===== src/include/twu_map.vh =====
// register map, key values and interval counts of the timed write unlock gate
`ifndef TWU_MAP_VH
`define TWU_MAP_VH

// special-function register addresses
`define TWU_ADDR_KEY 8'HC7
`define TWU_ADDR_CHIP_CTRL 8'H9F
`define TWU_ADDR_PROG_TRIG 8'HA4
`define TWU_ADDR_POWER_MON 8'HAC
`define TWU_ADDR_WATCHDOG 8'HAA

// index of each protected register inside the bank
`define TWU_IDX_CHIP_CTRL 2'H0
`define TWU_IDX_PROG_TRIG 2'H1
`define TWU_IDX_POWER_MON 2'H2
`define TWU_IDX_WATCHDOG 2'H3

// key bytes
`define TWU_KEY_FIRST 8'HAA
`define TWU_KEY_SECOND 8'H55

// reset values
`define TWU_KEY_RESET 8'H00
`define TWU_PROT_RESET 8'H00
`define TWU_RDATA_RESET 8'H00

// last elapsed machine-cycle count of each interval, which ends on the next tick; counted at a width of 3 bits
`define TWU_CNT_ZERO 3'H0
`define TWU_CNT_ONE 3'H1
`define TWU_KEY_MCYCLES 3'H3
`define TWU_WIN_MCYCLES 3'H3

`endif


===== src/rtl/twu_prot_regs.v =====
// bank of the four write-protected special-function registers
`timescale 1ns/1ns
`include "twu_map.vh"

module twu_prot_regs #(
  parameter DATA_W = 8
) (
  // clock and reset
  input wire clk_i,
  input wire rst_i,
  // gated write port
  input wire wr_en_i,
  input wire [1:0] wr_idx_i,
  input wire [DATA_W-1:0] wr_data_i,
  // read port, not gated
  input wire [1:0] rd_idx_i,
  output reg [DATA_W-1:0] rd_data_o,
  // register contents
  output wire [DATA_W-1:0] chip_ctrl_o,
  output wire [DATA_W-1:0] prog_trig_o,
  output wire [DATA_W-1:0] power_mon_o,
  output wire [DATA_W-1:0] watchdog_o
);

  reg [DATA_W-1:0] mem_reg [0:3];
  integer i;

  always @(posedge clk_i or posedge rst_i) begin
    if (rst_i) begin
      for (i = 0; i < 4; i = i + 1) begin
        mem_reg[i] <= `TWU_PROT_RESET;
      end
    end else if (wr_en_i) begin
      mem_reg[wr_idx_i] <= wr_data_i;
    end
  end

  always @* begin
    rd_data_o = mem_reg[rd_idx_i];
  end

  assign chip_ctrl_o = mem_reg[`TWU_IDX_CHIP_CTRL];
  assign prog_trig_o = mem_reg[`TWU_IDX_PROG_TRIG];
  assign power_mon_o = mem_reg[`TWU_IDX_POWER_MON];
  assign watchdog_o = mem_reg[`TWU_IDX_WATCHDOG];

endmodule // twu_prot_regs


===== src/rtl/twu_gate.v =====
// timed write unlock gate on the special-function register write path
`timescale 1ns/1ns
`include "twu_map.vh"

module twu_gate #(
  parameter DATA_W = 8
) (
  // clock and reset
  input wire MCLK_I,
  input wire RST_I,
  // machine-cycle tick from core timing
  input wire MCYCLE_TICK_I,
  // special-function register access from the cpu core
  input wire [7:0] SFR_ADDR_I,
  input wire [DATA_W-1:0] SFR_WDATA_I,
  input wire SFR_WR_I,
  input wire SFR_RD_I,
  output wire SFR_HIT_O,
  output reg [DATA_W-1:0] SFR_RDATA_O,
  output reg SFR_RVALID_O,
  // protected register contents
  output wire [DATA_W-1:0] CHIP_CTRL_O,
  output wire [DATA_W-1:0] PROG_TRIG_O,
  output wire [DATA_W-1:0] POWER_MON_O,
  output wire [DATA_W-1:0] WATCHDOG_O,
  // gate status
  output wire KEY_PENDING_O,
  output wire WINDOW_OPEN_O,
  output reg PROT_WR_DROP_O
);

  // key sequence states
  localparam S_IDLE = 1'B0;
  localparam S_PENDING = 1'B1;

  // decode of a protected address: bit 2 is the hit, bits 1:0 the index
  function [2:0] prot_decode;
    input [7:0] addr;
    begin
      case (addr)
        `TWU_ADDR_CHIP_CTRL: prot_decode = {1'B1, `TWU_IDX_CHIP_CTRL};
        `TWU_ADDR_PROG_TRIG: prot_decode = {1'B1, `TWU_IDX_PROG_TRIG};
        `TWU_ADDR_POWER_MON: prot_decode = {1'B1, `TWU_IDX_POWER_MON};
        `TWU_ADDR_WATCHDOG: prot_decode = {1'B1, `TWU_IDX_WATCHDOG};
        default: prot_decode = 3'H0;
      endcase
    end
  endfunction

  // advance of an elapsed-cycle counter; bit 3 says the interval ran out
  // the counter returns to zero when the interval ends
  function [3:0] cnt_step;
    input [2:0] cnt;
    input [2:0] limit;
    begin
      if (cnt == limit) begin
        cnt_step = {1'B1, `TWU_CNT_ZERO};
      end else begin
        cnt_step = {1'B0, cnt + `TWU_CNT_ONE};
      end
    end
  endfunction

  // counters hold elapsed machine cycles, not remaining ones
  reg state_reg;
  reg state_next;
  reg [2:0] key_cnt_reg;
  reg [2:0] key_cnt_next;
  reg win_open_reg;
  reg win_open_next;
  reg [2:0] win_cnt_reg;
  reg [2:0] win_cnt_next;
  reg [DATA_W-1:0] key_reg;
  reg [DATA_W-1:0] key_next;

  // decoded access strobes
  wire [2:0] wr_dec;
  wire [2:0] rd_dec;
  wire key_wr;
  wire key_rd;
  wire prot_wr;
  wire prot_wr_ok;
  wire [3:0] key_step;
  wire [3:0] win_step;
  wire [DATA_W-1:0] prot_rdata;
  wire prot_rd;
  wire prot_wr_drop;

  assign wr_dec = prot_decode(SFR_ADDR_I);
  assign rd_dec = prot_decode(SFR_ADDR_I);
  assign key_wr = SFR_WR_I && (SFR_ADDR_I == `TWU_ADDR_KEY);
  assign key_rd = SFR_RD_I && (SFR_ADDR_I == `TWU_ADDR_KEY);
  assign prot_wr = SFR_WR_I && wr_dec[2];
  // window state before this cycle's tick: a write completing on the last tick still lands
  assign prot_wr_ok = prot_wr && win_open_reg;
  assign prot_wr_drop = prot_wr && !win_open_reg;
  assign prot_rd = SFR_RD_I && rd_dec[2];
  assign SFR_HIT_O = (SFR_ADDR_I == `TWU_ADDR_KEY) || wr_dec[2];
  assign key_step = cnt_step(key_cnt_reg, `TWU_KEY_MCYCLES);
  assign win_step = cnt_step(win_cnt_reg, `TWU_WIN_MCYCLES);
  assign KEY_PENDING_O = state_reg;
  assign WINDOW_OPEN_O = win_open_reg;

  // key sequence watch
  always @* begin
    state_next = state_reg;
    key_cnt_next = key_cnt_reg;
    key_next = key_reg;
    if (key_wr) begin
      key_next = SFR_WDATA_I;
    end
    case (state_reg)
      S_IDLE: begin
        if (key_wr && (SFR_WDATA_I == `TWU_KEY_FIRST)) begin
          state_next = S_PENDING;
          key_cnt_next = `TWU_CNT_ZERO;
        end
      end
      S_PENDING: begin
        // a repeated AAH restarts the watch instead of abandoning it
        if (key_wr) begin
          if (SFR_WDATA_I == `TWU_KEY_FIRST) begin
            key_cnt_next = `TWU_CNT_ZERO;
          end else begin
            state_next = S_IDLE;
            key_cnt_next = `TWU_CNT_ZERO;
          end
        end else if (MCYCLE_TICK_I) begin
          key_cnt_next = key_step[2:0];
          if (key_step[3]) begin
            state_next = S_IDLE;
          end
        end
      end
      default: begin
        state_next = S_IDLE;
        key_cnt_next = `TWU_CNT_ZERO;
      end
    endcase
  end

  // write window
  always @* begin
    win_open_next = win_open_reg;
    win_cnt_next = win_cnt_reg;
    // a fresh key pair while open restarts the full window
    // key writes of other values leave an open window alone
    if (key_wr && (SFR_WDATA_I == `TWU_KEY_SECOND) && (state_reg == S_PENDING)) begin
      win_open_next = 1'B1;
      win_cnt_next = `TWU_CNT_ZERO;
    end else if (win_open_reg && MCYCLE_TICK_I) begin
      win_cnt_next = win_step[2:0];
      if (win_step[3]) begin
        win_open_next = 1'B0;
      end
    end
  end

  always @(posedge MCLK_I or posedge RST_I) begin
    if (RST_I) begin
      state_reg <= S_IDLE;
      key_cnt_reg <= `TWU_CNT_ZERO;
      win_open_reg <= 1'B0;
      win_cnt_reg <= `TWU_CNT_ZERO;
      key_reg <= `TWU_KEY_RESET;
      PROT_WR_DROP_O <= 1'B0;
    end else begin
      state_reg <= state_next;
      key_cnt_reg <= key_cnt_next;
      win_open_reg <= win_open_next;
      win_cnt_reg <= win_cnt_next;
      key_reg <= key_next;
      // drop pulse tells software its protected write was lost
      PROT_WR_DROP_O <= prot_wr_drop;
    end
  end

  // read data, one cycle after the read strobe; unmapped addresses give no valid pulse
  always @(posedge MCLK_I or posedge RST_I) begin
    if (RST_I) begin
      SFR_RDATA_O <= `TWU_RDATA_RESET;
      SFR_RVALID_O <= 1'B0;
    end else begin
      SFR_RVALID_O <= key_rd || prot_rd;
      if (key_rd) begin
        SFR_RDATA_O <= key_reg;
      end else if (prot_rd) begin
        SFR_RDATA_O <= prot_rdata;
      end
    end
  end

  // the bank sees only writes that passed the window check
  twu_prot_regs #(
    .DATA_W(DATA_W)
  ) u_prot_regs (
    .clk_i(MCLK_I),
    .rst_i(RST_I),
    .wr_en_i(prot_wr_ok),
    .wr_idx_i(wr_dec[1:0]),
    .wr_data_i(SFR_WDATA_I),
    .rd_idx_i(rd_dec[1:0]),
    .rd_data_o(prot_rdata),
    .chip_ctrl_o(CHIP_CTRL_O),
    .prog_trig_o(PROG_TRIG_O),
    .power_mon_o(POWER_MON_O),
    .watchdog_o(WATCHDOG_O)
  );

endmodule // twu_gate


===== config.mk =====
export PLATFORM = sky130hd
export DESIGN_NAME = twu_gate
export DESIGN_NICKNAME = d
export VERILOG_FILES = /design/src/rtl/twu_prot_regs.v /design/src/rtl/twu_gate.v
export VERILOG_INCLUDE_DIRS = /design/src /design/src/include
export SDC_FILE = /design/constraint.sdc
export NUM_CORES = 1
export LEC_CHECK = 0
export BUFFER_PORTS_ARGS = -buffer_cell sky130_fd_sc_hd__buf_4
export CELL_PAD_IN_SITES_DETAIL_PLACEMENT = 0
export CELL_PAD_IN_SITES_GLOBAL_PLACEMENT = 1
export CORE_MARGIN = 4
export CORE_UTILIZATION = 38
export CTS_CLUSTER_DIAMETER = 120
export DETAILED_ROUTE_END_ITERATION = 8
export GPL_TIMING_DRIVEN = 0
export PLACE_DENSITY = 0.77
export SLEW_MARGIN = 10
export SYNTH_ARGS = -nofsm -noshare
export SYNTH_HDL_FRONTEND = slang
export SYNTH_HIERARCHICAL = 1
export SYNTH_SLANG_ARGS = --single-unit

===== constraint.sdc =====
create_clock -name MCLK_I -period 1.7 [get_ports MCLK_I]
set_input_delay 0.34 -clock MCLK_I [delete_from_list [all_inputs] [get_ports MCLK_I]]
set_output_delay 0.34 -clock MCLK_I [all_outputs]
set_load 0.1 [all_outputs]

; After elaboration in Yosys (flattened, before gate mapping)
; Index checks and enable logic that the tools add are counted.
[op_classes]
n_addsub = 2
magnitude_cmp = 2
n_eq_ne = 11
n_mux = 26
bitwise = 2
n_reduce_logical = 19
[op_table]
columns = operator, n
row1 = "equality test 8 bit, second input constant", 6
row2 = 2-to-1 mux 8 bit, 5
row3 = bitwise mux 32 bit, 1
row4 = binary-select mux 8 bit (select 2 bit), 1
row5 = demux 8 bit (select 2 bit), 1
row6 = 2-to-1 mux 3 bit, 5
row7 = case mux 3 bit (4 select lines), 1
row8 = logical AND 1 bit, 11
row9 = "equality test 8 x 7 -> 1 bit, second input constant", 1
row10 = 2-to-1 mux 1 bit, 8
row11 = 2-to-1 mux 4 bit, 2
row12 = "adder 3 x 1 -> 3 bit, second input constant", 2
row13 = "equality test 3 x 2 -> 1 bit, second input constant", 2
row14 = case mux 3 bit (2 select lines), 1
row15 = nonzero test 2 bit, 3
row16 = AND reduction 2 bit, 2
row17 = ">= comparator 3 bit, second input constant", 1
row18 = "less-than comparator 3 x 1 -> 1 bit, second input constant", 1
row19 = "!= test 3 x 2 -> 1 bit, second input constant", 1
row20 = NOT 2 -> 3 bit, 1
row21 = logical OR 1 bit, 2
row22 = "!= test 2 bit, second input constant", 1
row23 = case mux 1 bit (2 select lines), 1
row24 = logical NOT 1 bit, 1
row25 = NOT 1 bit, 1
[word_totals]
register_bits = 58
inputBits = 21
output_inout_bits = 45
elab_cells = 74

; Logic depth before layout (Yosys ltp)
; Gate-level depths: netlist of the first run.
[depth]
depth_word = 8
depth_mapped = 6
ltp_nobuf = 6

; Modules after synthesis
; The synthesis of the first run kept the hierarchy.
[modules_own_cells]
columns = module, instances, cells_each, area_per_inst_um2, seq_area_each_um2
row1 = twu_prot_regs, 1, 79, 1405.1, 800.8
row2 = twu_gate, 1, 133, 1331.3, 650.6

; Worst setup path before layout of the first run
; Ideal clock, no wire load.
[synth_path]
path_kind = input -> register
startpoint = input port SFR_ADDR_I[7]
endpoint = register u_prot_regs.mem_reg, in the netlist u_prot_regs/chip_ctrl_o[0]
setup_ps = 126
arrival_ps = 2182
required_time_ps = 1574
slack_ps = -607
stages = 6
n_path_buf = 0
cell_sequence = or2b_1 a2111oi_4 o21ai_0 nor2_1 nor3b_4 mux2_2
[synth_via]
word_cells_on_any_way = 14
classes_between = 2 x order compare / 4 x eq/ne / 4 x mux / 1 x bitwise / 3 x reduce/logical
[synth_rtl]
columns = item, line_no
row1 = "start, declared", twu_gate.v:14  ; input wire [7:0] SFR_ADDR_I,
row2 = equality test 8 bit, twu_gate.v:40  ; case (addr)
row3 = case mux 3 bit (4 select lines) (*), twu_gate.v:40
row4 = logical AND 1 bit (*), twu_gate.v:93  ; assign prot_wr = SFR_WR_I && wr_dec[2];
row5 = logical AND 1 bit (*), twu_gate.v:95  ; assign prot_wr_ok = prot_wr && win_open_reg;
row6 = via prot_wr_ok, twu_gate.v:82  ; wire prot_wr_ok;
row7 = "end signal, assigned by index", twu_prot_regs.v:31  ; mem_reg[i] <= `TWU_PROT_RESET;
row8 = "end signal, assigned by index", twu_prot_regs.v:34  ; mem_reg[wr_idx_i] <= wr_data_i;
row9 = "end, declared", twu_prot_regs.v:25  ; reg [DATA_W-1:0] mem_reg [0:3];
; Mark *: on every way through the listed nets, which the timed path passes. The rest lies on a longest branch.
; A chain may end at the register's enable or synchronous reset.

; Final worst setup path of the first run
[layout_path]
startpoint = input port SFR_ADDR_I[4]
endpoint = output port SFR_HIT_O
[layout_via]
elab_chain_cells = 3
word_cells_on_any_way = 7
classes_between = 5 x eq/ne / 1 x mux / 1 x reduce/logical
[layout_lines]
columns = item, line_no
row1 = equality test 8 bit, twu_gate.v:40
row2 = case mux 3 bit (4 select lines), twu_gate.v:40
row3 = logical OR 1 bit (*), twu_gate.v:98  ; assign SFR_HIT_O = (SFR_ADDR_I == `TWU_ADDR_KEY) || wr_dec[2];
row4 = "end, declared", twu_gate.v:18  ; output wire SFR_HIT_O,
; Every way passes the cells marked *; elsewhere a longest branch is shown, timed or not.

==> results of run 1 <==
-- layout make-up --
class                   count  area, um^2
clock buffers              11         141
inverters                  12        45.0
flip-flops and latches     58        1450
multi-input cells         138        1310
repair buffers             80         637
fillers                   627        3140
well taps                  96         120
plain buffers               4        38.8
clock inverters             5        30.0
-- metal layers --
layer,vias up,share of wire
li1,965,-
met1,1001,0.46
met2,45,0.49
met3,4,0.047
met4,0,0.0050
met5,-,0
-- cells in the final DEF (no fill, tap or decap), drive strengths merged, types with 3 or more instances in the layout --
cell type	instances
mux2	32
a221o	8
nand3b	5
mux4	8
nor3	4
and3	3
nor2	15
o21ai	14
nand2	16
clkbuf	12
clkinv	3
nor4bb	3
nand3	5
dfrtp	58
buf	83
inv	12
-- what timing repair did --
| action | in CTS | in global routing |
|---|---|---|
| gates resized for setup | 24 | 3 |
| pin swaps | 12 | 2 |
| setup buffers | 13 | 2 |
| endpoints found under the setup margin | 41 | 42 |
-- metrics by stage --
| stage | cell area, um^2 | instances | setup TNS, ns | hold WS [ns] |
|---|---|---|---|---|
| floorplan | 2750 | 212 | -13.16 | 0.380 |
| global placement | 3360 | 373 | -28.45 | 0.489 |
| detailed placement | 3360 | 373 | -29.47 | 0.494 |
| CTS | 3740 | 402 | -5.26 | 0.266 |
| global route | 3770 | 404 | -7.17 | 0.164 |
| finish | 3770 | 404 | -5.44 | 0.123 |
-- final timing paths --
kind,end,cells past startpoint,startpoint,slack [ns]
min reg2reg,win_cnt_reg[2],2,win_cnt_reg[2],0.50
max in group asynchronous,SFR_RVALID_O,2,RST_I,0.87
max,SFR_HIT_O,6,SFR_ADDR_I[4],-0.17
min in group MCLK_I,key_reg[5],3,SFR_WDATA_I[5],0.28
min,u_prot_regs/prog_trig_o[1],2,RST_I,0.12
max reg2reg,u_prot_regs/prog_trig_o[0],6,WINDOW_OPEN_O,0.13
-- power breakdown --
group	leakage [nW]	internal (mW)	switching (mW)
Sequential	0.771	1.41	0.0154
Clock	0.0851	0.559	0.527
Combinational	1.14	0.0964	0.228
-- kinds of logic after synthesis --
family / count (synthesis) / synth area share
xor+xnor: 1 / 0.00320
simple gates: 63 / 0.140
mux: 40 / 0.198
flops: 58 / 0.530
buf+inv: 16 / 0.0238
fa+ha+maj: 2 / 0.00914
compound gates: 32 / 0.0956
==> metrics.txt, run 1 <==
largest net degree at the start of global routing 33; Post-synth top cells dfrtp_1 (58), mux2_2 (32), nand2_1 (16); Die ar. 8620 um^2; max-slew violation count 0; Setup Viol. Count Final 42; die span in x 92.9 um; failing checks negative setup slack; share of cells above drive strength 1 0.513; ys async rst share 1.00; Ports 66; post-synth cell types 43; RSZ-0062 raised after global routing true; CTS hold repair buffers 0; synth top area cells dfrtp_1 (53%), mux2_2 (13%), mux4_2 (6.6%), a221o_1 (2.9%), o21ai_0 (2.4%); gate count after technology mapping 212; PortBufs 65; CP Capture Type primary output; root buf cell clkbuf_8; Final nets 326; aggregate global-route resource usage 0.171; area leader, netlist dfrtp_1; Skew-Pair Late Insertion Delay 0.33 ns; initial antenna violation count 0; worst path required time 1.36 ns; met2 Use GR 0.280; gpl congestion 0.745; worst setup margin -0.169 ns; drt drc 0; Hold WC Path Type input port to async pin; CTS Buffer Depth 2; routed len/inst 16.8 um; Pwr per Cell Area 753 nW/um^2; #FFs+latches synth 58; TritonCTS clock tree built; Vias 2015; yosys warns 6; top fanout value on the critical path 3; Final period util 1.10; Initial DRC Count 97; GR Util met1 0.217; Total Power 2.84 mW; Max-cap violations 0; vias in the first global route 2163; total gr overflow 0; Fin. Hold Viols 0; count leader, synth dfrtp_1; Antenna Cells 0; GR peak layer met2; core area 6910 um^2; Slew headroom 0.361; Most used DFF post-synth dfrtp_1; WP data arrival 1.53 ns; top-area cell type share of the netlist area 0.530; Starting Density 0.396; Highest Clock Rate 535 MHz; CP max stage delay 0.36 ns; first-pass GRT wire length 11200 um; worst IR drop on VDD 0.567 mV; Worst path slowest cell a2111oi_4; Final Skew 0.00464 ns; Area Growth Syn to Fin 37.8%; row cnt 30; CTS Buf Count 9; sequential share of the synthesized area 0.530; # clock sinks 58; syn nets 235; TritonRoute pass-1 iters 5; final WL 6770 um; Mapped Area 2740 um^2; post-route ant nets 0; status finished with violations; Final Util 0.546; die height 92.9 um; pre-CTS setup slack -0.941 ns; Clock Pin Slew Worst Setup and Hold Paths 0.07 ns; met3 Resource Use GR 0.0609; drt via density 4.99; EDFF count, synth 0; Crit path max-delay family buffers and inverters; H-Tree Depth 3; crit start category input port; CP bufs+invs 3; syn_area_per_cell 12.9 um^2; DPL Wire Length 4740 um; Final min period 1.87 ns; leak pwr 1.99 nW; crit path kind input port to primary output; Least-Margin Pin Slew 0.958 ns; critical path, cell by cell buf_6 > or2b_4 > a2111oi_4 > buf_4 > or2_4 > buf_12
No activity file was read; power rests on OpenSTA's default activity.
==> inputs of run 2 (changes only) <==
--- a/config.mk
+++ b/config.mk
@@ -10,11 +10,11 @@
 export CELL_PAD_IN_SITES_DETAIL_PLACEMENT = 0
 export CELL_PAD_IN_SITES_GLOBAL_PLACEMENT = 1
 export CORE_MARGIN = 4
-export CORE_UTILIZATION = 38
+export CORE_UTILIZATION = 42
 export CTS_CLUSTER_DIAMETER = 120
 export DETAILED_ROUTE_END_ITERATION = 8
 export GPL_TIMING_DRIVEN = 0
-export PLACE_DENSITY = 0.77
+export PLACE_DENSITY = 0.81
 export SLEW_MARGIN = 10
 export SYNTH_ARGS = -nofsm -noshare
 export SYNTH_HDL_FRONTEND = slang
==> constraint.sdc (replaced) <==
create_clock -name MCLK_I -period 1.76 [get_ports MCLK_I]
set_input_delay 0.352 -clock MCLK_I [delete_from_list [all_inputs] [get_ports MCLK_I]]
set_output_delay 0.352 -clock MCLK_I [all_outputs]
set_load 0.1 [all_outputs]
==> run 2 against run 1 <==
Effect of this change: the run still ends with negative setup slack left; core utilization grew 4.8 points; register-to-register slack gained 0.09 ns; clock skew grew 0.0023 ns; clock power grew 19%; clock-buffer cell count grew 4; setup slack gained 0.046 ns; wire length shrank 2.0%; total power grew 5.5%; sequential power shrank 3%; largest cell class unchanged.
==> metrics.txt, run 2 (synthesis results as in run 1) <==
Post-DP Area 3340 um^2 (-0.71%); total gr overflow 0 (unchanged); max-slew violation count 0 (unchanged); Highest Clock Rate 531 MHz; Fin. Hold Viols 0 (unchanged); CTS Buf Count 9 (unchanged); Setup Viol. Count Final 27 (-36%); Area Growth Syn to Fin 37.9% (about the same); RSZ-0062 raised after global routing true; worst path required time 1.98 ns (+0.62 ns); first-pass GRT wire length 10700 um (-4.0%); WP data arrival 2.10 ns (+0.57 ns); Pwr per Cell Area 794 nW/um^2 (+5.4%); Crit path max-delay family simple AND/OR/NAND/NOR gates; Least-Margin Pin Slew 1.00 ns (+0.0422 ns); Clock Pin Slew Worst Setup and Hold Paths 0.06 ns (about the same); Vias 2037 (+1.1%); pre-CTS setup slack -0.862 ns (+0.0793 ns); final non-filler cell area 3770 um^2 (about the same); Die ar. 7870 um^2 (-8.7%); Ports 66 (unchanged); cell internal pwr 2.27 mW (+9.6%); Final min period 1.88 ns; Reg power frac 0.460 (-0.043); leak pwr 2.01 nW (+0.76%); root buf cell clkbuf_8; crit path kind input port to flop; Total Power 3.00 mW (+5.5%); drt drc 0 (unchanged); Final nets 324 (-0.61%); Worst path slowest cell mux4_2; CP max stage delay 0.53 ns (+0.17 ns); leading cell types in the layout, fill and taps excluded buf_4 (72), dfrtp_1 (58), mux2_2 (25), nand2_1 (16); Slew headroom 0.333 (-0.0281); die span in x 88.7 um (-4.5%); Final Skew 0.00692 ns (+0.00228 ns); clock share of power 0.435 (+0.052); core area 6350 um^2 (-8.1%); gpl congestion 0.721 (-3.2%); Antenna Cells 0 (unchanged); Skew-Pair Late Insertion Delay 0.34 ns (about the same); failing checks negative setup slack; CP bufs+invs 2 (-1); CP Capture Type flop; initial antenna violation count 0 (unchanged); post-route ant nets 0 (unchanged); vias in the first global route 2060 (-4.8%); combinational power share 0.104 (-0.010); Final period util 1.07; # clock sinks 58 (unchanged); Hold WC Path Type input port to async pin; worst IR drop on VDD 0.637 mV (+12%); final WL 6630 um (-2.0%); H-Tree Depth 3 (unchanged); Starting Density 0.431 (+0.0347); switching share of power 0.243 (-0.0281); DPL Wire Length 4640 um (-2.2%); critical path, cell by cell buf_6 > or2b_4 > nor3_2 > and2_4 > buf_12 > mux4_2 > a221o_1; smallest hold slack 0.123 ns (-0.000231 ns); CTS hold repair buffers 0 (unchanged); row cnt 29 (-3.3%); TritonRoute pass-1 iters 4 (-1); CTS Buffer Depth 2 (unchanged); Initial DRC Count 84 (-13%); die height 88.7 um (-4.5%); Max-cap violations 0 (unchanged); PortBufs 65 (unchanged); Final Util 0.594 (+0.0485); routed len/inst 17.3 um (+3.3%); TritonCTS clock tree built; largest net degree at the start of global routing 33 (unchanged); commonest non-fill, non-tap cell in the layout buf_4; crit start category input port; aggregate global-route resource usage 0.188 (+0.0171); drt via density 5.32 (+6.6%); top fanout value on the critical path 8 (+5); worst setup margin -0.124 ns (+0.0457 ns); share of cells above drive strength 1 0.507 (-0.00645); Net Sw Power 0.729 mW (-5.4%); status finished with violations
## run 2: cell count changes in the layout (fill, tap and decap cells not counted)
cell | before | now
buf_4 | 77 | 72
buf_6 | 3 | 7
clkbuf_8 | 10 | 13
clkinv_2 | 3 | 0
clkinvlp_4 | 2 | 0
mux2_2 | 23 | 25
mux2_4 | 9 | 7
buf_12 | 3 | 2
bufinv_16 | 0 | 1
clkbuf_1 | 2 | 3
nor2_2 | 2 | 1
nor2_4 | 0 | 1
or2_2 | 0 | 1
or2_4 | 1 | 0
## run 2: area by class of cell
type / instances / area, um^2
clock inverter: 1 / 30.0
timing repair buffer: 78 / 624
clock buffer: 15 / 186
buffer: 4 / 38.8
sequential: 58 / 1450
tap: 77 / 96.3
fill: 505 / 2580
inverter: 12 / 45.0
multi-input combinational: 138 / 1300
## run 2: worst paths after layout
| kind | start | to | slack [ns] | cells past startpoint |
|---|---|---|---|---|
| setup reg to reg | WINDOW_OPEN_O | u_prot_regs/chip_ctrl_o[7] | 0.22 | 5 |
| hold reg to reg | win_cnt_reg[2] | win_cnt_reg[2] | 0.51 | 2 |
| max in group asynchronous | RST_I | SFR_RDATA_O[6] | 0.88 | 2 |
| hold / removal | RST_I | u_prot_regs/chip_ctrl_o[1] | 0.12 | 2 |
| min in group MCLK_I | SFR_WDATA_I[3] | key_reg[3] | 0.29 | 3 |
| setup / recovery | SFR_ADDR_I[4] | SFR_RDATA_O[1] | -0.12 | 7 |
## run 2: per-stage QoR
step	setup TNS, ns	std cells
detailed placement	-26.50	354
finish	-1.95	383
floorplan	-11.21	212
global route	-3.69	383
CTS	-2.55	383
global placement	-26.32	354
## run 2: per-layer routing
| metal | vias to the layer above | share of wire | GRT usage |
|---|---|---|---|
| li1 | 956 | - | - |
| met1 | 1028 | 0.45 | 0.251 |
| met2 | 46 | 0.49 | 0.292 |
| met3 | 7 | 0.051 | 0.0661 |
| met4 | 0 | 0.0075 | 0.0495 |
| met5 | - | 0 | 0 |
## run 2: worst reg2reg max path: stages, from the launching register on
cell and delay [ns]:
dfrtp_1 0.44, inv_1 0.10, nor2_4 0.15, nor3b_4 0.25, buf_6 0.18, mux2_4 0.31
## run 2: timing repair
item / 4_1_cts / 5_1_grt
buffers inserted: 13 / 2
endpoints found under the setup margin: 41 / 42
resized for setup: 18 / 11
pin swaps: 13 / 5
## run 2: power by group through the flow
stage / registers (mW) / logic [mW] / clock network (mW)
final: 1.38 / 0.312 / 1.30
after CTS: 1.38 / 0.312 / 1.33
after detailed placement: 1.40 / 0.306 / 0
after global placement: 1.40 / 0.302 / 0
after floorplan: 1.52 / 0.0783 / 0
after global routing: 1.38 / 0.334 / 1.39
==> inputs of run 3 (changes only) <==
--- a/config.mk
+++ b/config.mk
@@ -9,12 +9,14 @@
 export BUFFER_PORTS_ARGS = -buffer_cell sky130_fd_sc_hd__buf_4
 export CELL_PAD_IN_SITES_DETAIL_PLACEMENT = 0
 export CELL_PAD_IN_SITES_GLOBAL_PLACEMENT = 1
+export CORE_ASPECT_RATIO = 0.5
 export CORE_MARGIN = 4
 export CORE_UTILIZATION = 42
 export CTS_CLUSTER_DIAMETER = 120
 export DETAILED_ROUTE_END_ITERATION = 8
 export GPL_TIMING_DRIVEN = 0
 export PLACE_DENSITY = 0.81
+export SKIP_CTS_REPAIR_TIMING = 1
 export SLEW_MARGIN = 10
 export SYNTH_ARGS = -nofsm -noshare
 export SYNTH_HDL_FRONTEND = slang
==> run 3 against run 2 <==
Effect of this change: the flow still finishes with violations (negative setup slack); combinational power about the same; total power rose by 12%; first-iteration DRC count rose by 88%; core utilization is 1.8 points higher; flip-flop and latch count stayed put; sequential share of layout area is 0.14 points lower; sequential power hardly changed; largest cell class unchanged; clock-buffer cell count shrank 5.
==> metrics.txt, run 3 (synthesis results as in run 1) <==
core area 6180 um^2 (-2.7%); Starting Density 0.443 (+0.0118); worst path required time 1.96 ns (-0.02 ns); gpl congestion 0.772 (+7.0%); crit path kind input port to flop; Fin. Hold Viols 0 (unchanged); TritonRoute pass-1 iters 4 (unchanged); total gr overflow 0 (unchanged); die span in x 122 um (+38%); met2 Use GR 0.295 (+0.00247); # clock sinks 58 (unchanged); Skew-Pair Late Insertion Delay 0.33 ns (about the same); max-slew violation count 0 (unchanged); vias in the first global route 2111 (+2.5%); Max-cap violations 0 (unchanged); H-Tree Depth 3 (unchanged); Final Skew 0.00870 ns (+0.00177 ns); met3 Resource Use GR 0.0480 (-0.0182); FILL cells 517 (+2.4%); Area Growth Syn to Fin 38.4%; leading cell types in the layout, fill and taps excluded buf_4 (66), dfrtp_1 (58), mux2_2 (24), nand2_1 (16), nor2_1 (14); die height 65.1 um (-27%); Final nets 317 (-2.2%); Vias 2085 (+2.4%); GR Util met1 0.256 (+0.00453); Pwr per Cell Area 882 nW/um^2 (+11%); initial antenna violation count 0 (unchanged); aggregate global-route resource usage 0.189 (+0.00120); critical path, cell by cell buf_6 > or2b_4 > a2111oi_4 > o21ai_2 > nor2_4 > nor3b_4 > buf_6 > mux2_4; CP Capture Type flop; cell depth of the worst flop-to-flop path 5 (unchanged); first-pass GRT wire length 11100 um (+3.4%); Hold WC Path Type input port to async pin; PortBufs 65 (unchanged); Worst path slowest cell a2111oi_4; worst setup margin -0.218 ns (-0.0942 ns); Clock Pin Slew Worst Setup and Hold Paths 0.06 ns (about the same); Slew headroom 0.338 (+0.00506); status finished with violations; row cnt 20 (-31%); Setup Viol. Count Final 41 (+52%); DPL Wire Length 4880 um (+5.2%); final WL 6990 um (+5.3%); WP data arrival 2.18 ns (+0.08 ns); CTS Buf Count 9 (unchanged); Final Util 0.613 (+0.0185); root buf cell clkbuf_16; most used cell, CP buf_6; Final period util 1.12 (+0.0535); share of cells above drive strength 1 0.498 (-0.00821); TritonCTS clock tree built; Die ar. 7950 um^2 (+1.0%); smallest hold slack 0.134 ns (+0.0109 ns); RSZ-0062 raised after global routing true; top fanout value on the critical path 4 (-4); drt drc 0 (unchanged); Ports 66 (unchanged); drt via density 5.39 (+1.3%); CP bufs+invs 2 (unchanged); Final min period 1.98 ns (+0.0942 ns); Worst Setup SP SFR_ADDR_I[4]; Crit path max-delay family simple AND/OR/NAND/NOR gates; routed len/inst 18.1 um (+4.2%); commonest non-fill, non-tap cell in the layout buf_4; CTS Buffer Depth 2 (unchanged); CP max stage delay 0.41 ns (-0.12 ns); post-route ant nets 0 (unchanged); worst flop-to-flop path startpoint WINDOW_OPEN_O; largest net degree at the start of global routing 33 (unchanged); leak pwr 1.96 nW (-2.4%); worst IR drop on VDD 0.437 mV (-31%); failing checks negative setup slack; GR peak layer met2; crit start category input port; Crit path depth 8 (+1); Highest Clock Rate 506 MHz (-4.8%); Least-Margin Pin Slew 0.992 ns (-0.00759 ns); Antenna Cells 0 (unchanged); Initial DRC Count 158 (+88%)
-- run 3: cell count changes in the layout (fill, tap and decap cells not counted), sizes merged --
cell / previous run / this run
buf: 81 / 73
inv: 12 / 14
bufinv: 1 / 0
clkinv: 0 / 2
clkbuf: 16 / 12
clkinvlp: 0 / 2
-- run 3: layout make-up --
cell class | instances | area (um^2) | area share
sequential | 58 | 1450 | 0.383
tap | 88 | 110 | 0.0291
clock buffer | 10 | 239 | 0.0631
multi-input combinational | 138 | 1290 | 0.340
buffer | 4 | 38.8 | 0.0102
inverter | 12 | 45.0 | 0.0119
timing repair buffer | 71 | 564 | 0.149
clock inverter | 6 | 50.0 | 0.0132
-- run 3: worst register-to-register path: stages, from the launching register on --
cell	delay, ns
dfrtp_1	0.44
inv_1	0.10
nor2_4	0.19
nor3b_4	0.27
buf_6	0.17
mux2_4	0.30
-- run 3: worst paths after layout --
kind,to,slack (ns)
setup reg to reg,u_prot_regs/chip_ctrl_o[6],0.20
hold / removal,u_prot_regs/chip_ctrl_o[7],0.13
setup / recovery,u_prot_regs/chip_ctrl_o[6],-0.22
max in group asynchronous,win_cnt_reg[2],0.87
hold reg to reg,win_cnt_reg[2],0.50
min in group MCLK_I,key_reg[1],0.31
-- run 3: through the flow --
stage / setup TNS [ns] / cells / setup slack, ns / cell area (um^2) / power [mW]
3_5_place_dp: -28.31 / 365 / -0.947 / 3350 / 1.71
3_3_place_gp: -26.45 / 365 / -0.899 / 3350 / 1.70
4_1_cts: -14.64 / 381 / -0.611 / 3640 / 3.37
6_report: -5.16 / 387 / -0.218 / 3790 / 3.34
5_1_grt: -7.44 / 387 / -0.287 / 3790 / 3.46
2_1_floorplan: -11.21 / 212 / -0.463 / 2750 / 1.60
-- run 3: power breakdown --
part | switching [mW] | total [mW] | internal, mW
logic | 0.222 | 0.313 | 0.0917
registers | 0.0145 | 1.38 | 1.37
clock network | 0.645 | 1.65 | 1.00
total | 0.881 | 3.34 | 2.46
-- run 3: routing by layer --
layer | vias to the layer above | wire, um
met5 | - | 0
li1 | 939 | -
met1 | 1091 | 3190
met2 | 49 | 3360
met4 | 0 | 69
met3 | 6 | 362
